### config.mk
export PLATFORM = sky130hd
export DESIGN_NAME = charger_state_control
export DESIGN_NICKNAME = d
export VERILOG_FILES = /design/src/common/charger_state_pkg.sv /design/src/design/charger_state_control.sv
export VERILOG_INCLUDE_DIRS = /design/src /design/src/common
export SDC_FILE = /design/constraint.sdc
export NUM_CORES = 1
export LEC_CHECK = 0
export BUFFER_PORTS_ARGS = -buffer_cell sky130_fd_sc_hd__buf_4
export CAP_MARGIN = 0
export CORE_ASPECT_RATIO = 1.5
export CORE_MARGIN = 2
export CORE_UTILIZATION = 53
export DETAILED_ROUTE_END_ITERATION = 8
export HOLD_SLACK_MARGIN = 0.12
export PLACE_DENSITY = 0.73
export SLEW_MARGIN = 10
export SYNTH_ARGS = -nofsm -noshare
export SYNTH_HDL_FRONTEND = slang
export SYNTH_SLANG_ARGS = --single-unit
export TNS_END_PERCENT = 100
### constraint.sdc
create_clock -name clock -period 12.13 [get_ports clock]
set_clock_uncertainty 0.05 [all_clocks]
set_input_delay 2.426 -clock clock [delete_from_list [all_inputs] [get_ports clock]]
set_output_delay 2.426 -clock clock [all_outputs]
set_load 0.02 [all_outputs]
### src/common/charger_state_params.svh
// Constants for the charger state control block
`ifndef CHARGER_STATE_PARAMS_SVH
`define CHARGER_STATE_PARAMS_SVH
`define CLK_HZ            20000000
`define DEBOUNCE_US       32
`define DEBOUNCE_CYC      ((`DEBOUNCE_US * (`CLK_HZ / 1000000)))
`define DTL_PRE           8'h00
`define DTL_CC            8'h01
`define DTL_CV            8'h02
`define DTL_TOPOFF        8'h03
`define DTL_DONE          8'h04
`define DTL_TFAULT        8'h06
`define DTL_WDOG          8'h07
`define DTL_OFF           8'h08
`define DTL_TSHDN         8'h0a
`define MODE_DEFAULT      4'h5
`define MODE_CHARGE       4'h5
`define WDOG_CLEAR_CODE   2'h1
`define WARM_DROP_MV      16'h00b4
`define DEBOUNCE_W        12
`endif

### src/common/charger_state_pkg.sv
// Types for the charger state control block
package charger_state_pkg;
  typedef enum logic [3:0] {
    ST_OFF     = 4'b0000,
    ST_PRE     = 4'b0001,
    ST_TRICKLE = 4'b0010,
    ST_CC      = 4'b0011,
    ST_CV      = 4'b0100,
    ST_TOPOFF  = 4'b0101,
    ST_DONE    = 4'b0110,
    ST_TFAULT  = 4'b0111,
    ST_WDOG    = 4'b1000,
    ST_TSHDN   = 4'b1001,
    ST_SHIP    = 4'b1010
  } chg_state_t;
  typedef enum logic [1:0] {
    PH_PRECHARGE = 2'b00,
    PH_TRICKLE   = 2'b01,
    PH_FAST      = 2'b10
  } cur_phase_t;
endpackage

### src/design/charger_state_control.sv
// Charger control state machine with timers and status reporting
`timescale 1ns/10ps
`include "charger_state_params.svh"

// Contract
// - Enter top-off from CV on low current
// - Top-off duration elapsed goes to done
// - Restart threshold returns to CC fast charge
// - Watchdog expiry from top-off/done suspends
// - Done reports 0x04, good cleared, current zero
// - Prequal, fast, top-off time limits
// - Timer fault immediate event, code 0x06
// - Timer fault exit by mode, pin, input
// - Watchdog disabled at reset, enable bit starts
// - Watchdog expiry stops charge, clear restarts
// - Thermal shutdown clears good, code 0x0A
// - Thermal shutdown resets mode field defaults
// - Thermal shutdown exits with 15C hysteresis
// - Foldback edges raise event, status readable
// - Temperature profile on unless enable cleared
// - Cool band settings, warm band voltage drop
// - Suspend charge when cold or hot
// - Halved current doubles charge timer limit
// - Ship mode entry on battery only
// - Ship exit re-enables serial, conditional charge
// - Phase current chosen by battery voltage
// - Precharge/trickle 0x00, CC 0x01, CV 0x02
// - Off state zeroes timers, reports 0x08
module charger_state_control #(
  parameter int unsigned TIMER_W      = 32,
  parameter int unsigned PQ_CYCLES    = 32'd600000000,
  parameter int unsigned FC_UNIT      = 32'd600000000,
  parameter int unsigned TO_UNIT      = 32'd120000000,
  parameter int unsigned WD_CYCLES    = 32'd1600000000,
  parameter int unsigned DEBOUNCE_CYC = `DEBOUNCE_CYC
) (
  input  wire logic        clock,
  input  wire logic        arst_n,
  input  wire logic        inputValid,
  input  wire logic [3:0]  modeWrData,
  input  wire logic        modeWrStrobe,
  input  wire logic        battery_disconnect_pin,
  input  wire logic        ship_mode_request,
  input  wire logic        host_timer_enable,
  input  wire logic        hostTimerEnWr,
  input  wire logic [1:0]  host_timer_clear,
  input  wire logic        hostTimerClrWr,
  input  wire logic        prequal_phase_enable,
  input  wire logic        battery_temp_control_enable,
  input  wire logic        batteryTempEnWr,
  input  wire logic [2:0]  fast_charge_time_limit_sel,
  input  wire logic [2:0]  topoff_duration_sel,
  input  wire logic [7:0]  cool_band_current_sel,
  input  wire logic [15:0] primary_regulation_voltage_sel,
  input  wire logic [15:0] cool_band_voltage_sel,
  input  wire logic        vbatBelowPrechg,
  input  wire logic        vbatBelowSysMin,
  input  wire logic        vbatAboveReg,
  input  wire logic        vbatBelowRestart,
  input  wire logic        currentBelowTopoff,
  input  wire logic        tjOverShutdown,
  input  wire logic        tjBelowHysteresis,
  input  wire logic        thermalFoldbackActive,
  input  wire logic [2:0]  tempBand,
  output logic             charger_event_flag,
  output logic             charger_good_flag,
  output logic [7:0]       charger_detail_code,
  output logic [2:0]       thermistor_detail_code,
  output logic             thermal_regulation_flag,
  output logic [3:0]       modeField,
  output logic             hostTimerEnabled,
  output logic             battery_temp_control_enable_q,
  output logic             chargeEnable,
  output logic [1:0]       currentPhase,
  output logic             useCoolSettings,
  output logic [7:0]       fastCurrentSel,
  output logic [15:0]      regVoltageTarget,
  output logic             serialEnable,
  output logic             shipMode
);
  // ---------------------------------------------------------------
  // Combinational decode
  // ---------------------------------------------------------------
  charger_state_pkg::chg_state_t stateQ, stateD;
  logic [TIMER_W-1:0]    chgTimerQ, wdTimerQ;
  logic [31:0]           dbCntQ;
  logic [3:0]            modeQ;
  logic                  wdEnQ, tempEnQ, pinQ, pinSeenHighQ, foldQ, prevModeOffQ;

  // Band codes: 0 normal, 1 cold, 2 cool, 3 warm, 4 hot
  wire tooCold  = tempEnQ && (tempBand == 3'h1);
  wire coolBand = tempEnQ && (tempBand == 3'h2);
  wire warmBand = tempEnQ && (tempBand == 3'h3);
  wire tooHot   = tempEnQ && (tempBand == 3'h4);
  wire tempSuspend = tooCold || tooHot;
  wire halfCurrent = coolBand;
  wire chargerOn = inputValid && (modeQ == `MODE_CHARGE) && !pinQ;
  wire clearWrite = hostTimerClrWr && (host_timer_clear == `WDOG_CLEAR_CODE);
  wire wdExpired = wdEnQ && (wdTimerQ >= TIMER_W'(WD_CYCLES));
  wire inPrequal = (stateQ == charger_state_pkg::ST_PRE) ||
                   (stateQ == charger_state_pkg::ST_TRICKLE);
  wire inFast    = (stateQ == charger_state_pkg::ST_CC) ||
                   (stateQ == charger_state_pkg::ST_CV);
  wire inTopoff  = stateQ == charger_state_pkg::ST_TOPOFF;

  function automatic logic [TIMER_W-1:0] scaled(input logic [2:0] sel,
                                                input int unsigned unit);
    scaled = TIMER_W'((sel + 3'h1) * unit);
  endfunction

  wire [TIMER_W-1:0] fcBase  = scaled(fast_charge_time_limit_sel, FC_UNIT);
  wire [TIMER_W-1:0] fcLimit = halfCurrent ? TIMER_W'({fcBase, 1'b0}) : fcBase;
  wire [TIMER_W-1:0] pqLimit = halfCurrent ? TIMER_W'({PQ_CYCLES, 1'b0})
                                           : TIMER_W'(PQ_CYCLES);
  wire [TIMER_W-1:0] toLimit = scaled(topoff_duration_sel, TO_UNIT);
  wire timeoutPq = inPrequal && (chgTimerQ >= pqLimit);
  wire timeoutFc = inFast && (chgTimerQ >= fcLimit);
  wire topoffDone = inTopoff && (chgTimerQ >= toLimit);

  // Timer fault exit: mode off-then-on, pin L-H-L, or input removal
  wire modeOffNow = modeQ != `MODE_CHARGE;
  wire faultExit = (prevModeOffQ && !modeOffNow) ||
                   (pinSeenHighQ && !battery_disconnect_pin) || !inputValid;

  // Current-phase selection by voltage
  wire [1:0] phase = vbatBelowPrechg ? 2'(charger_state_pkg::PH_PRECHARGE) :
                     vbatBelowSysMin ? 2'(charger_state_pkg::PH_TRICKLE) :
                                       2'(charger_state_pkg::PH_FAST);

  // ---------------------------------------------------------------
  // Next state
  // ---------------------------------------------------------------
  always_comb begin
    stateD = stateQ;
    unique case (stateQ)
      charger_state_pkg::ST_TSHDN:
        if (tjBelowHysteresis) stateD = charger_state_pkg::ST_OFF;
      charger_state_pkg::ST_SHIP:
        if (inputValid) stateD = charger_state_pkg::ST_OFF;
      charger_state_pkg::ST_TFAULT:
        if (faultExit) stateD = charger_state_pkg::ST_OFF;
      charger_state_pkg::ST_OFF:
        if (!inputValid && (battery_disconnect_pin || ship_mode_request)) begin
          stateD = charger_state_pkg::ST_SHIP;
        end else if (chargerOn && !tempSuspend) begin
          stateD = (phase == 2'(charger_state_pkg::PH_PRECHARGE)) ?
                   charger_state_pkg::ST_PRE :
                   (phase == 2'(charger_state_pkg::PH_TRICKLE) && prequal_phase_enable) ?
                   charger_state_pkg::ST_TRICKLE : charger_state_pkg::ST_CC;
        end
      charger_state_pkg::ST_WDOG:
        if (clearWrite) stateD = charger_state_pkg::ST_OFF;
      charger_state_pkg::ST_PRE:
        if (timeoutPq) stateD = charger_state_pkg::ST_TFAULT;
        else if (!vbatBelowPrechg) stateD = charger_state_pkg::ST_TRICKLE;
      charger_state_pkg::ST_TRICKLE:
        if (timeoutPq) stateD = charger_state_pkg::ST_TFAULT;
        else if (!vbatBelowSysMin || !prequal_phase_enable) stateD = charger_state_pkg::ST_CC;
      charger_state_pkg::ST_CC:
        if (timeoutFc) stateD = charger_state_pkg::ST_TFAULT;
        else if (vbatAboveReg) stateD = charger_state_pkg::ST_CV;
      charger_state_pkg::ST_CV:
        if (timeoutFc) stateD = charger_state_pkg::ST_TFAULT;
        else if (currentBelowTopoff) stateD = charger_state_pkg::ST_TOPOFF;
      charger_state_pkg::ST_TOPOFF:
        if (vbatBelowRestart) stateD = charger_state_pkg::ST_CC;
        else if (topoffDone) stateD = charger_state_pkg::ST_DONE;
      charger_state_pkg::ST_DONE:
        if (vbatBelowRestart) stateD = charger_state_pkg::ST_CC;
      default:
        stateD = charger_state_pkg::ST_OFF;
    endcase
    // Charging states share the global exits
    if (stateQ inside {charger_state_pkg::ST_PRE, charger_state_pkg::ST_TRICKLE,
                       charger_state_pkg::ST_CC, charger_state_pkg::ST_CV,
                       charger_state_pkg::ST_TOPOFF, charger_state_pkg::ST_DONE}) begin
      if (wdExpired) stateD = charger_state_pkg::ST_WDOG;
      if (!chargerOn || tempSuspend) stateD = charger_state_pkg::ST_OFF;
    end
    if (stateQ inside {charger_state_pkg::ST_WDOG} && !chargerOn)
      stateD = charger_state_pkg::ST_OFF;
    if (tjOverShutdown && stateQ != charger_state_pkg::ST_SHIP)
      stateD = charger_state_pkg::ST_TSHDN;
  end

  wire stateChange = stateD != stateQ;
  wire enterFault  = stateChange && (stateD == charger_state_pkg::ST_TFAULT);
  wire enterStop   = stateChange && ((stateD == charger_state_pkg::ST_WDOG) ||
                                     (stateD == charger_state_pkg::ST_TSHDN));
  wire dbDone = !stateChange && (dbCntQ == DEBOUNCE_CYC - 1);
  logic [7:0] dbCode;
  logic       dbGood;
  always_comb begin
    dbGood = 1'b1;
    unique case (stateQ)
      charger_state_pkg::ST_CC:     dbCode = `DTL_CC;
      charger_state_pkg::ST_CV:     dbCode = `DTL_CV;
      charger_state_pkg::ST_TOPOFF: dbCode = `DTL_TOPOFF;
      charger_state_pkg::ST_DONE: begin
        dbCode = `DTL_DONE;
        dbGood = 1'b0;
      end
      charger_state_pkg::ST_OFF:    dbCode = `DTL_OFF;
      default:                      dbCode = `DTL_PRE;
    endcase
  end
  wire dbUpdate = dbDone && inputValid && !(stateQ inside {charger_state_pkg::ST_TFAULT,
                  charger_state_pkg::ST_WDOG, charger_state_pkg::ST_TSHDN,
                  charger_state_pkg::ST_SHIP});
  wire dbOffUpdate = dbDone && stateQ == charger_state_pkg::ST_OFF;
  wire foldEdge = thermalFoldbackActive != foldQ;
  wire dbEvent = (dbUpdate || dbOffUpdate) && !charger_good_flag;
  wire stopEvent = enterStop && charger_good_flag;
  wire chargingNext = stateD inside {charger_state_pkg::ST_PRE, charger_state_pkg::ST_TRICKLE,
                      charger_state_pkg::ST_CC, charger_state_pkg::ST_CV,
                      charger_state_pkg::ST_TOPOFF};

  // ---------------------------------------------------------------
  // State, timers and configuration
  // ---------------------------------------------------------------
  always_ff @(posedge clock or negedge arst_n) begin
    if (!arst_n) begin
      stateQ <= charger_state_pkg::ST_OFF;
      dbCntQ <= 32'h0;
      chgTimerQ <= '0;
      wdTimerQ <= '0;
      modeQ <= `MODE_DEFAULT;
      wdEnQ <= 1'b0;
      tempEnQ <= 1'b1;
      pinQ <= 1'b0;
      pinSeenHighQ <= 1'b0;
      foldQ <= 1'b0;
      prevModeOffQ <= 1'b0;
    end else begin
      stateQ <= stateD;
      // Counter parks past its end so one stay in a state reports once
      dbCntQ <= stateChange ? 32'h0 :
                (dbCntQ == DEBOUNCE_CYC) ? dbCntQ : dbCntQ + 32'h1;
      pinQ <= battery_disconnect_pin;
      foldQ <= thermalFoldbackActive;
      // Timer restarts on phase change; CC and CV share one budget
      if (stateD == charger_state_pkg::ST_OFF || (stateChange &&
          !(stateQ == charger_state_pkg::ST_CC && stateD == charger_state_pkg::ST_CV)))
        chgTimerQ <= '0;
      else
        chgTimerQ <= chgTimerQ + TIMER_W'(1);
      if (stateD == charger_state_pkg::ST_OFF || clearWrite || !wdEnQ)
        wdTimerQ <= '0;
      else if (!wdExpired)
        wdTimerQ <= wdTimerQ + TIMER_W'(1);
      if (stateD == charger_state_pkg::ST_TSHDN) begin
        modeQ <= `MODE_DEFAULT;
        wdEnQ <= 1'b0;
        tempEnQ <= 1'b1;
      end else begin
        if (modeWrStrobe && serialEnable) modeQ <= modeWrData;
        if (hostTimerEnWr && serialEnable) wdEnQ <= host_timer_enable;
        if (batteryTempEnWr && serialEnable) tempEnQ <= battery_temp_control_enable;
      end
      if (stateQ == charger_state_pkg::ST_TFAULT) begin
        prevModeOffQ <= prevModeOffQ | modeOffNow;
        pinSeenHighQ <= pinSeenHighQ | battery_disconnect_pin;
      end else begin
        prevModeOffQ <= 1'b0;
        pinSeenHighQ <= 1'b0;
      end
    end
  end

  // ---------------------------------------------------------------
  // Registered outputs
  // ---------------------------------------------------------------
  always_ff @(posedge clock or negedge arst_n) begin
    if (!arst_n) begin
      charger_event_flag <= 1'b0;
      charger_good_flag <= 1'b0;
      charger_detail_code <= `DTL_OFF;
      thermistor_detail_code <= 3'h0;
      thermal_regulation_flag <= 1'b0;
      modeField <= `MODE_DEFAULT;
      hostTimerEnabled <= 1'b0;
      battery_temp_control_enable_q <= 1'b1;
      chargeEnable <= 1'b0;
      currentPhase <= 2'h0;
      useCoolSettings <= 1'b0;
      fastCurrentSel <= 8'h0;
      regVoltageTarget <= 16'h0;
      serialEnable <= 1'b1;
      shipMode <= 1'b0;
    end else begin
      // One-cycle pulse; foldback never touches the good flag
      charger_event_flag <= dbEvent || enterFault || stopEvent || foldEdge;
      if (enterFault) begin
        charger_good_flag <= 1'b0;
        charger_detail_code <= `DTL_TFAULT;
      end else if (stateChange && stateD == charger_state_pkg::ST_WDOG) begin
        charger_good_flag <= 1'b0;
        charger_detail_code <= `DTL_WDOG;
      end else if (stateChange && stateD == charger_state_pkg::ST_TSHDN) begin
        charger_good_flag <= 1'b0;
        charger_detail_code <= `DTL_TSHDN;
      end else if (dbUpdate || dbOffUpdate) begin
        charger_good_flag <= dbGood;
        charger_detail_code <= dbCode;
      end
      thermistor_detail_code <= tempEnQ ? tempBand : 3'h0;
      thermal_regulation_flag <= thermalFoldbackActive;
      modeField <= modeQ;
      hostTimerEnabled <= wdEnQ;
      battery_temp_control_enable_q <= tempEnQ;
      chargeEnable <= chargingNext;
      currentPhase <= phase;
      useCoolSettings <= coolBand;
      fastCurrentSel <= coolBand ? cool_band_current_sel : 8'hff;
      regVoltageTarget <= coolBand ? cool_band_voltage_sel :
                          warmBand ? 16'(primary_regulation_voltage_sel - `WARM_DROP_MV) :
                                     primary_regulation_voltage_sel;
      serialEnable <= stateD != charger_state_pkg::ST_SHIP;
      shipMode <= stateD == charger_state_pkg::ST_SHIP;
    end
  end
endmodule

==> reports/metrics.yaml, run 1 <==
multi_input_area_sq_um: 6490
clockRootBuffer: "sky130_fd_sc_hd__clkbuf_16"
path_buf_inv: 5
synthTopCellsByCount: "sky130_fd_sc_hd__nor2_1 (188), sky130_fd_sc_hd__dfrtp_1 (147), sky130_fd_sc_hd__nand2_1 (114)"
share_of_cells_above_drive_strength_1_pct: 13.5
total_core_area_sq_um: 19900
vias: 9124
ys_ff_latch: 155
grt_overflow: 0
slew_headroom_pct: 28.8
fp.dieH_microns: 179
ff_latch_area_sq_um: 3890
netlist.top_cell.by_area: "sky130_fd_sc_hd__dfrtp_1"
setup_violations: 0
grt_pass1_vias: 9065
drt_first_pass_iters: 5
synth_sequential_area_ratio_pct: 36.1
run_status: "completed"
cts_clk_pin_slew_worst_paths_ns: 0.06
io_buffer_count: 120
cts-buffers-inserted: 17
slew_violations: 0
place_hpwl_microns: 20000
min-delay-path-class: "flip-flop to flip-flop"
cts_tree: "done"
timing.critical_path.arrival_ns: 9.66
drt_wirelength_microns: 26500
worst_setup_path_end_kind: "flip-flop"
async_flop_share_pct: 100
synth_largest_type_area_fraction_pct: 34.2
area_growth_pct: 15.7
filler_cell_count: 1748
htreeDepth: 4
irDropWorstVdd_mv: 0.0905
syn_inst: 1230
synth_area_per_cell_sq_um: 8.75
final_core_occ_pct: 62.7
yosys.cell_types.count: 80
worst_path_dominant_cell_family: "compound AO/OA/AOI/OAI gates"
post-synth-top-count-cell: "sky130_fd_sc_hd__nor2_1"
slowest_delay_ns: 0.58
setup_tns_ns: 0
start_kind: "primary input"
clock_latency_ns: 0.44
post_cts_repair_resize_count: 0
design.final.nets: 1519
ant_nets: 0
fin_hold_ws_ns: 0.328
finalCriticalPeriod_ns: 9.40
timing.final.hold_violations: 0
netlist_top_cells_area: "sky130_fd_sc_hd__dfrtp_1 (34%), sky130_fd_sc_hd__ha_1 (12%), sky130_fd_sc_hd__nor2_1 (6.6%)"
grt_first_pass_wirelength_microns: 44200
gr-usage-all-layers_pct: 25.8
synth-edff-count: 0
antenna_cells_inserted: 0
hold_buffers: 0
grt_antenna_before_repair: 0
synth_ff_type: "sky130_fd_sc_hd__dfrtp_1"
timing.max_cap.violations: 0
post_cts_setup_buffer_count: 0
syn_area_sq_um: 10800
post_drt_wl_per_cell_microns: 16.4
grt_setup_unrepaired: "no"
synth-warning-count: 0
critical_path.slowest_cell: "sky130_fd_sc_hd__o311ai_0"
fmax_mhz: 106
setup.worst_path.class: "primary input to flip-flop"
drt_iter0_markers: 599
leakage_nw: 5.56
period_share_pct: 77.5
layout_cell_area_excl_fill_sq_um: 12500
viasPerCell: 5.66
place_worst_setup_slack_ns: 2.31
power.density_cell_area_nw_per_um2: 122
layout_setup_ws_ns: 2.73
clock_path_buffers: 2
tritoncts_num_sinks: 155
tightestPinTransition_ns: 1.07
ioPinCount: 125
routabilityCongestion: 0.946
grt_max_degree: 81
start_util_pct: 54.2
placed_area_sq_um: 11900
die-width_microns: 120
worst-path-max-fanout: 39
worstPathRequired_ns: 12.39
drc_violation_count_after_routing: 0
core.rowCount: 63
floorplan.die_area_sq_um: 21500
critPathMostFrequentCell: "sky130_fd_sc_hd__ha_1"
==> worst register-to-register path: cells and delay by family, from the launching register on <==
family	cells	cell delay, ns
mux	2	0.65
compound gates	8	1.95
flops	1	0.41
simple gates	5	1.50
fa+ha+maj	1	0.34
buf+inv	3	1.29
==> cell usage in the layout, fill, tap and decap left out, types with 4 or more instances in the layout <==
cell type,Yosys,layout
sky130_fd_sc_hd__nand3b_1,5,5
sky130_fd_sc_hd__or3_1,8,8
sky130_fd_sc_hd__nand2b_1,18,18
sky130_fd_sc_hd__buf_4,5,124
sky130_fd_sc_hd__a211oi_1,5,5
sky130_fd_sc_hd__dfrtp_1,147,147
sky130_fd_sc_hd__clkbuf_16,0,17
sky130_fd_sc_hd__a221oi_1,5,5
sky130_fd_sc_hd__fa_1,6,6
sky130_fd_sc_hd__a21oi_1,55,55
sky130_fd_sc_hd__or4_1,8,8
sky130_fd_sc_hd__xor2_1,67,67
sky130_fd_sc_hd__o21a_1,6,6
sky130_fd_sc_hd__a21o_1,9,9
sky130_fd_sc_hd__nor2b_1,11,11
sky130_fd_sc_hd__inv_1,55,55
sky130_fd_sc_hd__and4_1,8,8
sky130_fd_sc_hd__conb_1,1,4
sky130_fd_sc_hd__o211ai_1,7,7
sky130_fd_sc_hd__nor2_1,188,188
sky130_fd_sc_hd__nand4_1,28,28
sky130_fd_sc_hd__o21ai_0,51,51
sky130_fd_sc_hd__dfstp_2,8,8
sky130_fd_sc_hd__and3_1,16,16
sky130_fd_sc_hd__nor4_1,15,15
sky130_fd_sc_hd__mux2i_1,9,9
sky130_fd_sc_hd__a41oi_1,6,6
sky130_fd_sc_hd__nor3_1,34,34
sky130_fd_sc_hd__and2_1,8,8
sky130_fd_sc_hd__nand2_1,114,114
sky130_fd_sc_hd__ha_1,100,100
sky130_fd_sc_hd__xnor2_1,70,70
sky130_fd_sc_hd__nand3_1,62,62
sky130_fd_sc_hd__a21boi_0,4,4
==> cell type report <==
class                   count  share of cell area, %
clock buffers              19                   3.48
clock inverters            13                   1.29
inverters                  58                   1.75
multi-input cells         981                   52.1
flip-flops and latches    155                   31.2
well taps                 260                   2.61
repair buffers            125                   7.56
==> final timing paths <==
path | startpoint | to | slack, ns | depth (start not counted)
min in group asynchronous | arst_n | wdTimerQ[18] | 1.96 | 1
worst min-delay path | modeQ[2] | modeField[2] | 0.33 | 0
worst max-delay path | topoff_duration_sel[0] | charger_detail_code[2] | 2.73 | 30
max in group asynchronous | arst_n | dbCntQ[4] | 8.58 | 2
worst min register to register | modeQ[2] | modeField[2] | 0.33 | 0
worst max register to register | tempEnQ | charger_detail_code[2] | 5.83 | 19
==> power breakdown <==
part	internal [W]	switching, W	leakage (nW)	total [W]
logic	0.000168	0.000251	3.25	0.000419
registers	0.000545	0.0000266	2.03	0.000571
clock network	0.000309	0.000227	0.280	0.000535
total	0.00102	0.000505	5.56	0.00153
==> registers in the layout (all words and copies together) (netlist names), 2 cells and up <==
register and cells:
modeField 4, fastCurrentSel 8, wdTimerQ 32, regVoltageTarget 16
chgTimerQ 32, dbCntQ 32, currentPhase 2, charger_detail_code 4
thermistor_detail_code 3, stateQ 4, modeQ 4
==> routing by layer <==
metal / share of wire [%] / global-route usage [%] / up-vias
met2: 51 / 45.6 / 226
met1: 40 / 30.2 / 4333
met4: 5.0 / 13.6 / 0
met5: 0 / 0 / -
met3: 3.9 / 3.87 / 82
li1: - / - / 4483
==> cells by family (layout without fill, tap and decap cells) <==
family	count (synthesis)	after routing	synth area share (%)
xor gates and xnor gates	139	139	11.5
other	1	4	0.0348
buffers and inverters	97	215	3.67
DFF	155	155	36.1
AOI/OAI and AO/OA	183	183	11.0
and+or+nand+nor	536	536	23.7
muxes	11	11	1.08
adders and majority gates	108	108	12.9
==> per-stage QoR <==
step | instances | total power [W]
final | 1611 | 0.00153
after global routing | 1611 | 0.00161
after CTS | 1611 | 0.00153
after detailed placement | 1579 | 0.000998
after global placement | 1579 | 0.000990
after floorplan | 1233 | 0.000862
(Power assumes the default switching activity.)
==> run 2: changes to the inputs <==
Settings changed: PLACE_DENSITY 0.73 to 0.76.
Clock period 12.13 ns to 8.3 ns, I/O delays scaled along.
==> reports/metrics.yaml, run 2 (same netlist as run 1, synthesis figures left out) <==
total_core_area_sq_um: 19900  # unchanged
clock_latency_ns: 0.45  # about the same
clockRootBuffer: "sky130_fd_sc_hd__clkbuf_16"
fmax_mhz: 127
gr-usage-all-layers_pct: 25.6  # -0.21 points
grt_antenna_before_repair: 0  # unchanged
filler_cell_count: 1683  # -3.7%
irDropWorstVdd_mv: 0.155  # +71%
drt_wirelength_microns: 27100  # +2.3%
core.rowCount: 63  # unchanged
slew_headroom_pct: 38.6  # +9.8 points
routabilityCongestion: 0.943  # -0.33%
cts_clk_pin_slew_worst_paths_ns: 0.06  # about the same
start_util_pct: 54.2  # unchanged
antenna_cells_inserted: 0  # unchanged
slowest_delay_ns: 0.53  # -0.05 ns
worst_setup_path_end_kind: "flip-flop"
io_buffer_count: 120  # unchanged
share_of_cells_above_drive_strength_1_pct: 14.7  # +1.2 points
leakage_nw: 5.66  # +1.8%
slew_violations: 0  # unchanged
combinationalPowerShare_pct: 27.6  # about the same
post_cts_setup_buffer_count: 0  # unchanged
htreeDepth: 4  # unchanged
grt_first_pass_wirelength_microns: 43700  # -1.1%
layout_setup_ws_ns: 0.450  # -2.28 ns
timing.critical_path.arrival_ns: 8.13  # -1.53 ns
critPathMostFrequentCell: "sky130_fd_sc_hd__ha_1"
grt_max_degree: 82  # +1.2%
grt_overflow: 0  # unchanged
multi_input_area_sq_um: 6510  # +0.37%
layout_cell_area_excl_fill_sq_um: 12600  # +1.5%
placed_area_sq_um: 12000  # +1.1%
tightestPinTransition_ns: 0.921  # -0.148 ns
layout_commonest_cell: "sky130_fd_sc_hd__nor2_1"
cts_tree: "done"
grt_pass1_vias: 9172  # +1.2%
tritoncts_num_sinks: 155  # unchanged
ioPinCount: 125  # unchanged
drt_first_pass_iters: 5  # unchanged
cell_internal_power_w: 0.00158  # +54%
finalCriticalPeriod_ns: 7.85
ant_nets: 0  # unchanged
power_frac_seq_pct: 36.0  # -1.4 points
post_drt_wl_per_cell_microns: 16.7  # +1.5%
drt_iter0_markers: 553  # -7.7%
power.density_cell_area_nw_per_um2: 183  # +50%
die-width_microns: 120  # unchanged
final_cell_mix: "sky130_fd_sc_hd__nor2_1 (187), sky130_fd_sc_hd__dfrtp_1 (147), sky130_fd_sc_hd__buf_4 (136), sky130_fd_sc_hd__nand2_1 (114), sky130_fd_sc_hd__ha_1 (100)"
drc_violation_count_after_routing: 0  # unchanged
critical_path.slowest_cell: "sky130_fd_sc_hd__or4_1"
ff_latch_area_sq_um: 3890  # unchanged
timing.max_cap.violations: 0  # unchanged
cts-buffers-inserted: 17  # unchanged
worst-path-max-fanout: 8  # -79%
floorplan.die_area_sq_um: 21500  # unchanged
power.clock.fraction_pct: 36.3  # +1.2 points
netSwitchingFraction_pct: 32.0  # -1.1 points
worstPathRequired_ns: 8.58  # -3.81 ns
setup_violations: 0  # unchanged
place_worst_setup_slack_ns: -0.276  # -2.58 ns
min-delay-path-class: "flip-flop to flip-flop"
place_hpwl_microns: 20300  # +1.4%
fp.dieH_microns: 179  # unchanged
area_growth_pct: 17.5
start_kind: "primary input"
vias: 9294  # +1.9%
setup.worst_path.class: "primary input to flip-flop"
timing.final.hold_violations: 0  # unchanged
period_share_pct: 94.6
run_status: "completed"
power_switching_w: 0.000742  # +47%
clock_path_buffers: 2  # unchanged
leading_registers_by_flop_count: "chgTimerQ x32, dbCntQ x32, wdTimerQ x32"
design.final.nets: 1533  # +0.92%
viasPerCell: 5.72  # +0.99%
==> run 2: cell count changes in the layout (fill, tap and decap cells not counted), sizes merged <==
cell | before | now
buf | 125 | 139
clkinvlp | 3 | 2
bufinv | 2 | 4
clkbuf | 19 | 22
inv | 62 | 57
clkinv | 4 | 5
==> run 2: layout make-up <==
class | count | area share [%]
Multi-Input combinational cell | 981 | 51.5
Sequential cell | 155 | 30.7
Timing Repair Buffer | 139 | 8.48
Clock buffer | 22 | 3.67
Tap cell | 260 | 2.57
Inverter | 58 | 1.72
Clock inverter | 10 | 1.32
==> run 2: power groups by stage <==
stage                     combinational (W)  clock (W)  sequential, W
after floorplan                    0.000401          0       0.000858
after global placement             0.000616          0       0.000847
after detailed placement           0.000631          0       0.000848
after CTS                          0.000634   0.000851       0.000835
after global routing               0.000703   0.000882       0.000840
final                              0.000640   0.000842       0.000835
==> run 2: final timing paths <==
kind / start / cells after the start / to / slack (ns)
setup reg to reg: tempEnQ / 17 / charger_detail_code[2] / 2.51
hold / removal: modeQ[0] / 0 / modeField[0] / 0.33
hold reg to reg: modeQ[0] / 0 / modeField[0] / 0.33
setup / recovery: topoff_duration_sel[0] / 30 / charger_detail_code[2] / 0.45
max in group asynchronous: arst_n / 2 / wdTimerQ[28] / 5.55
min in group asynchronous: arst_n / 1 / wdTimerQ[27] / 1.22
==> run 2: layer usage <==
metal	up-vias	share of wire [%]	track usage, %	routed length [microns]
met5	-	0	0	0
met4	0	5.0	15.1	1360
met3	93	3.8	4.12	1030
met2	252	52	47.0	14200
met1	4456	39	27.6	10500
li1	4493	-	-	-
==> run 2: per-stage QoR <==
| stage | std cells | TNS [ns] | total power, W | util [%] | hold WS [ns] |
|---|---|---|---|---|---|
| 5_1_grt | 1625 | -0.0110 | 0.00243 | 63.7 | 0.329 |
| 4_1_cts | 1625 | 0 | 0.00232 | 63.6 | 0.326 |
| 2_1_floorplan | 1233 | 0 | 0.00126 | - | 0.311 |
| 6_report | 1625 | 0 | 0.00232 | 63.7 | 0.327 |
| 3_5_place_dp | 1593 | -4.41 | 0.00148 | 60.4 | 0.318 |
| 3_3_place_gp | 1593 | -0.158 | 0.00146 | 60.4 | 0.314 |
==> run 2: what timing repair did <==
action | CTS | global route
hold buffers | 0 | 0
endpoints found under the setup margin | 0 | 102
gates resized for setup | 0 | 9
==> run 2: critical path: cells and delay by family <==
kind            cells  cell delay [ns]
fa+ha+maj           5             1.82
simple gates        7             1.15
buf+inv             5             0.50
compound gates      9             1.97
xor+xnor            2             0.36
mux                 2             0.64
==> run 3: changes to the inputs <==
--- a/config.mk
+++ b/config.mk
@@ -15,3 +15,3 @@
 export HOLD_SLACK_MARGIN = 0.12
-export PLACE_DENSITY = 0.76
+export PLACE_DENSITY = 0.75
 export SLEW_MARGIN = 10
--- a/constraint.sdc
+++ b/constraint.sdc
@@ -4,2 +4,2 @@
 set_output_delay 1.66 -clock clock [all_outputs]
-set_load 0.02 [all_outputs]
+set_load 0.01 [all_outputs]
==> reports/metrics.yaml, run 3 (same netlist as run 1, synthesis figures left out) <==
leading_registers_by_flop_count: "chgTimerQ x32, dbCntQ x32, wdTimerQ x32"
drt_iter0_markers: 692  # +25%
worst-path-max-fanout: 7  # -1
placed_area_sq_um: 12000  # about the same
grt.met1_usage_pct: 29.0  # +1.4 points
setup.worst_path.class: "primary input to flip-flop"
rr_worst_depth: 18  # +1
final_cell_mix: "sky130_fd_sc_hd__nor2_1 (188), sky130_fd_sc_hd__dfrtp_1 (147), sky130_fd_sc_hd__buf_4 (136), sky130_fd_sc_hd__nand2_1 (114), sky130_fd_sc_hd__ha_1 (100)"
area_growth_pct: 17.5  # about the same
start_kind: "primary input"
layout_commonest_cell: "sky130_fd_sc_hd__nor2_1"
fmax_mhz: 128  # +0.42%
total_core_area_sq_um: 19900  # unchanged
core.rowCount: 63  # unchanged
worstPathRequired_ns: 8.59  # about the same
setup_tns_ns: 0  # unchanged
gr-usage-all-layers_pct: 26.0  # +0.40 points
drt_first_pass_iters: 5  # unchanged
floorplan.die_area_sq_um: 21500  # unchanged
drc_violation_count_after_routing: 0  # unchanged
period_share_pct: 94.2  # -0.39 points
tritoncts_num_sinks: 155  # unchanged
slew_headroom_pct: 40.9  # +2.2 points
viasPerCell: 5.73  # +0.13%
slowest_delay_ns: 0.39  # -0.14 ns
grt_pass1_vias: 9159  # -0.14%
grt_overflow: 0  # unchanged
cts_tree: "done"
slew_violations: 0  # unchanged
antenna_cells_inserted: 0  # unchanged
post_cts_repair_resize_count: 0  # unchanged
tightestPinTransition_ns: 0.887  # -0.0337 ns
timing.rr.end: "charger_detail_code[0]"
whs_endpoint: "modeField[2]"
worst_setup_path_end_kind: "flip-flop"
regToRegStartpoint: "tempEnQ"
clock_latency_ns: 0.44  # about the same
ant_nets: 0  # unchanged
fp.dieH_microns: 179  # unchanged
global_route.usage.met3_pct: 4.25  # +0.13 points
htreeDepth: 4  # unchanged
drt_wirelength_microns: 27200  # +0.25%
critPathMostFrequentCell: "sky130_fd_sc_hd__ha_1"
finalCriticalPeriod_ns: 7.82  # -0.0325 ns
share_of_cells_above_drive_strength_1_pct: 14.8  # +0.14 points
grt_util_met2_pct: 47.0  # about the same
critical_path.slowest_cell: "sky130_fd_sc_hd__or4_1"
setup_violations: 0  # unchanged
layer_with_the_highest_usage_after_global_routing: "met2"
hold_buffers: 0  # unchanged
power_consumption_w: 0.00227  # -1.9%
hp-start: "modeQ[2]"
grt_first_pass_wirelength_microns: 44500  # +1.7%
layout_cell_area_excl_fill_sq_um: 12600  # about the same
timing.max_cap.violations: 0  # unchanged
ioPinCount: 125  # unchanged
run_status: "completed"
design.final.nets: 1534  # +0.065%
die-width_microns: 120  # unchanged
cts_clk_pin_slew_worst_paths_ns: 0.06  # about the same
irDropWorstVdd_mv: 0.159  # +2.4%
io_buffer_count: 120  # unchanged
place_hpwl_microns: 20000  # -1.2%
min-delay-path-class: "flip-flop to flip-flop"
grt_antenna_before_repair: 0  # unchanged
routabilityCongestion: 0.935  # -0.79%
r2r_setup_slack_ns: 2.84  # +0.33 ns
clockRootBuffer: "sky130_fd_sc_hd__clkbuf_16"
timing.critical_path.arrival_ns: 8.11  # -0.02 ns
clock_path_buffers: 2  # unchanged
final_core_occ_pct: 63.7  # about the same
power.density_cell_area_nw_per_um2: 180  # -1.9%
start_util_pct: 54.2  # unchanged
timing.final.hold_violations: 0  # unchanged
post_cts_setup_buffer_count: 0  # unchanged
post_drt_wl_per_cell_microns: 16.7  # +0.19%
leakage_nw: 5.65  # -0.15%
hold_path_depth: 0  # unchanged
grt_max_degree: 88  # +7.3%
vias: 9312  # +0.19%
cts-buffers-inserted: 17  # unchanged
==> run 3: where the power goes <==
group          total [W]  switching, W  internal, W
logic           0.000622      0.000360     0.000262
registers       0.000834     0.0000383     0.000796
clock network   0.000816      0.000315     0.000501
total            0.00227      0.000714      0.00156
==> run 3: through the flow <==
stage / hold WS (ns) / setup WS (ns) / std cells
4_1_cts: 0.323 / 0.197 / 1626
2_1_floorplan: 0.311 / 0.467 / 1233
3_5_place_dp: 0.314 / -0.186 / 1594
5_1_grt: 0.328 / -0.0580 / 1626
3_3_place_gp: 0.313 / 0.0219 / 1594
6_report: 0.323 / 0.483 / 1626
==> run 3: how the worst max path moves through the flow <==
stage,from,cells after the start,to
3_5_place_dp,fast_charge_time_limit_sel[0],30,charger_detail_code[2]
6_report,fast_charge_time_limit_sel[0],31,charger_detail_code[0]
3_3_place_gp,topoff_duration_sel[0],31,charger_detail_code[2]
5_1_grt,fast_charge_time_limit_sel[0],30,charger_detail_code[2]
2_1_floorplan,topoff_duration_sel[0],28,charger_detail_code[2]
4_1_cts,fast_charge_time_limit_sel[0],31,charger_detail_code[2]
==> run 3: layout make-up <==
type	instances	area (sq um)
Clock buffer	20	437
Clock inverter	12	171
Sequential cell	155	3890
Tap cell	260	325
Timing Repair Buffer	140	1080
Fill cell	1711	7220
Inverter	58	221
Multi-Input combinational cell	981	6520
==> run 3: critical path, delay by kind of cell <==
| kind | cells | cell delay, ns |
|---|---|---|
| compound gates | 16 | 3.02 |
| fa+ha+maj | 5 | 1.47 |
| simple gates | 5 | 1.01 |
| buf+inv | 4 | 0.63 |
| mux | 1 | 0.32 |
==> run 3: layer usage <==
layer,share of wire [%],vias to the layer above
met5,0,-
met4,5.2,0
met3,4.4,97
met2,52,280
met1,39,4438
li1,-,4497
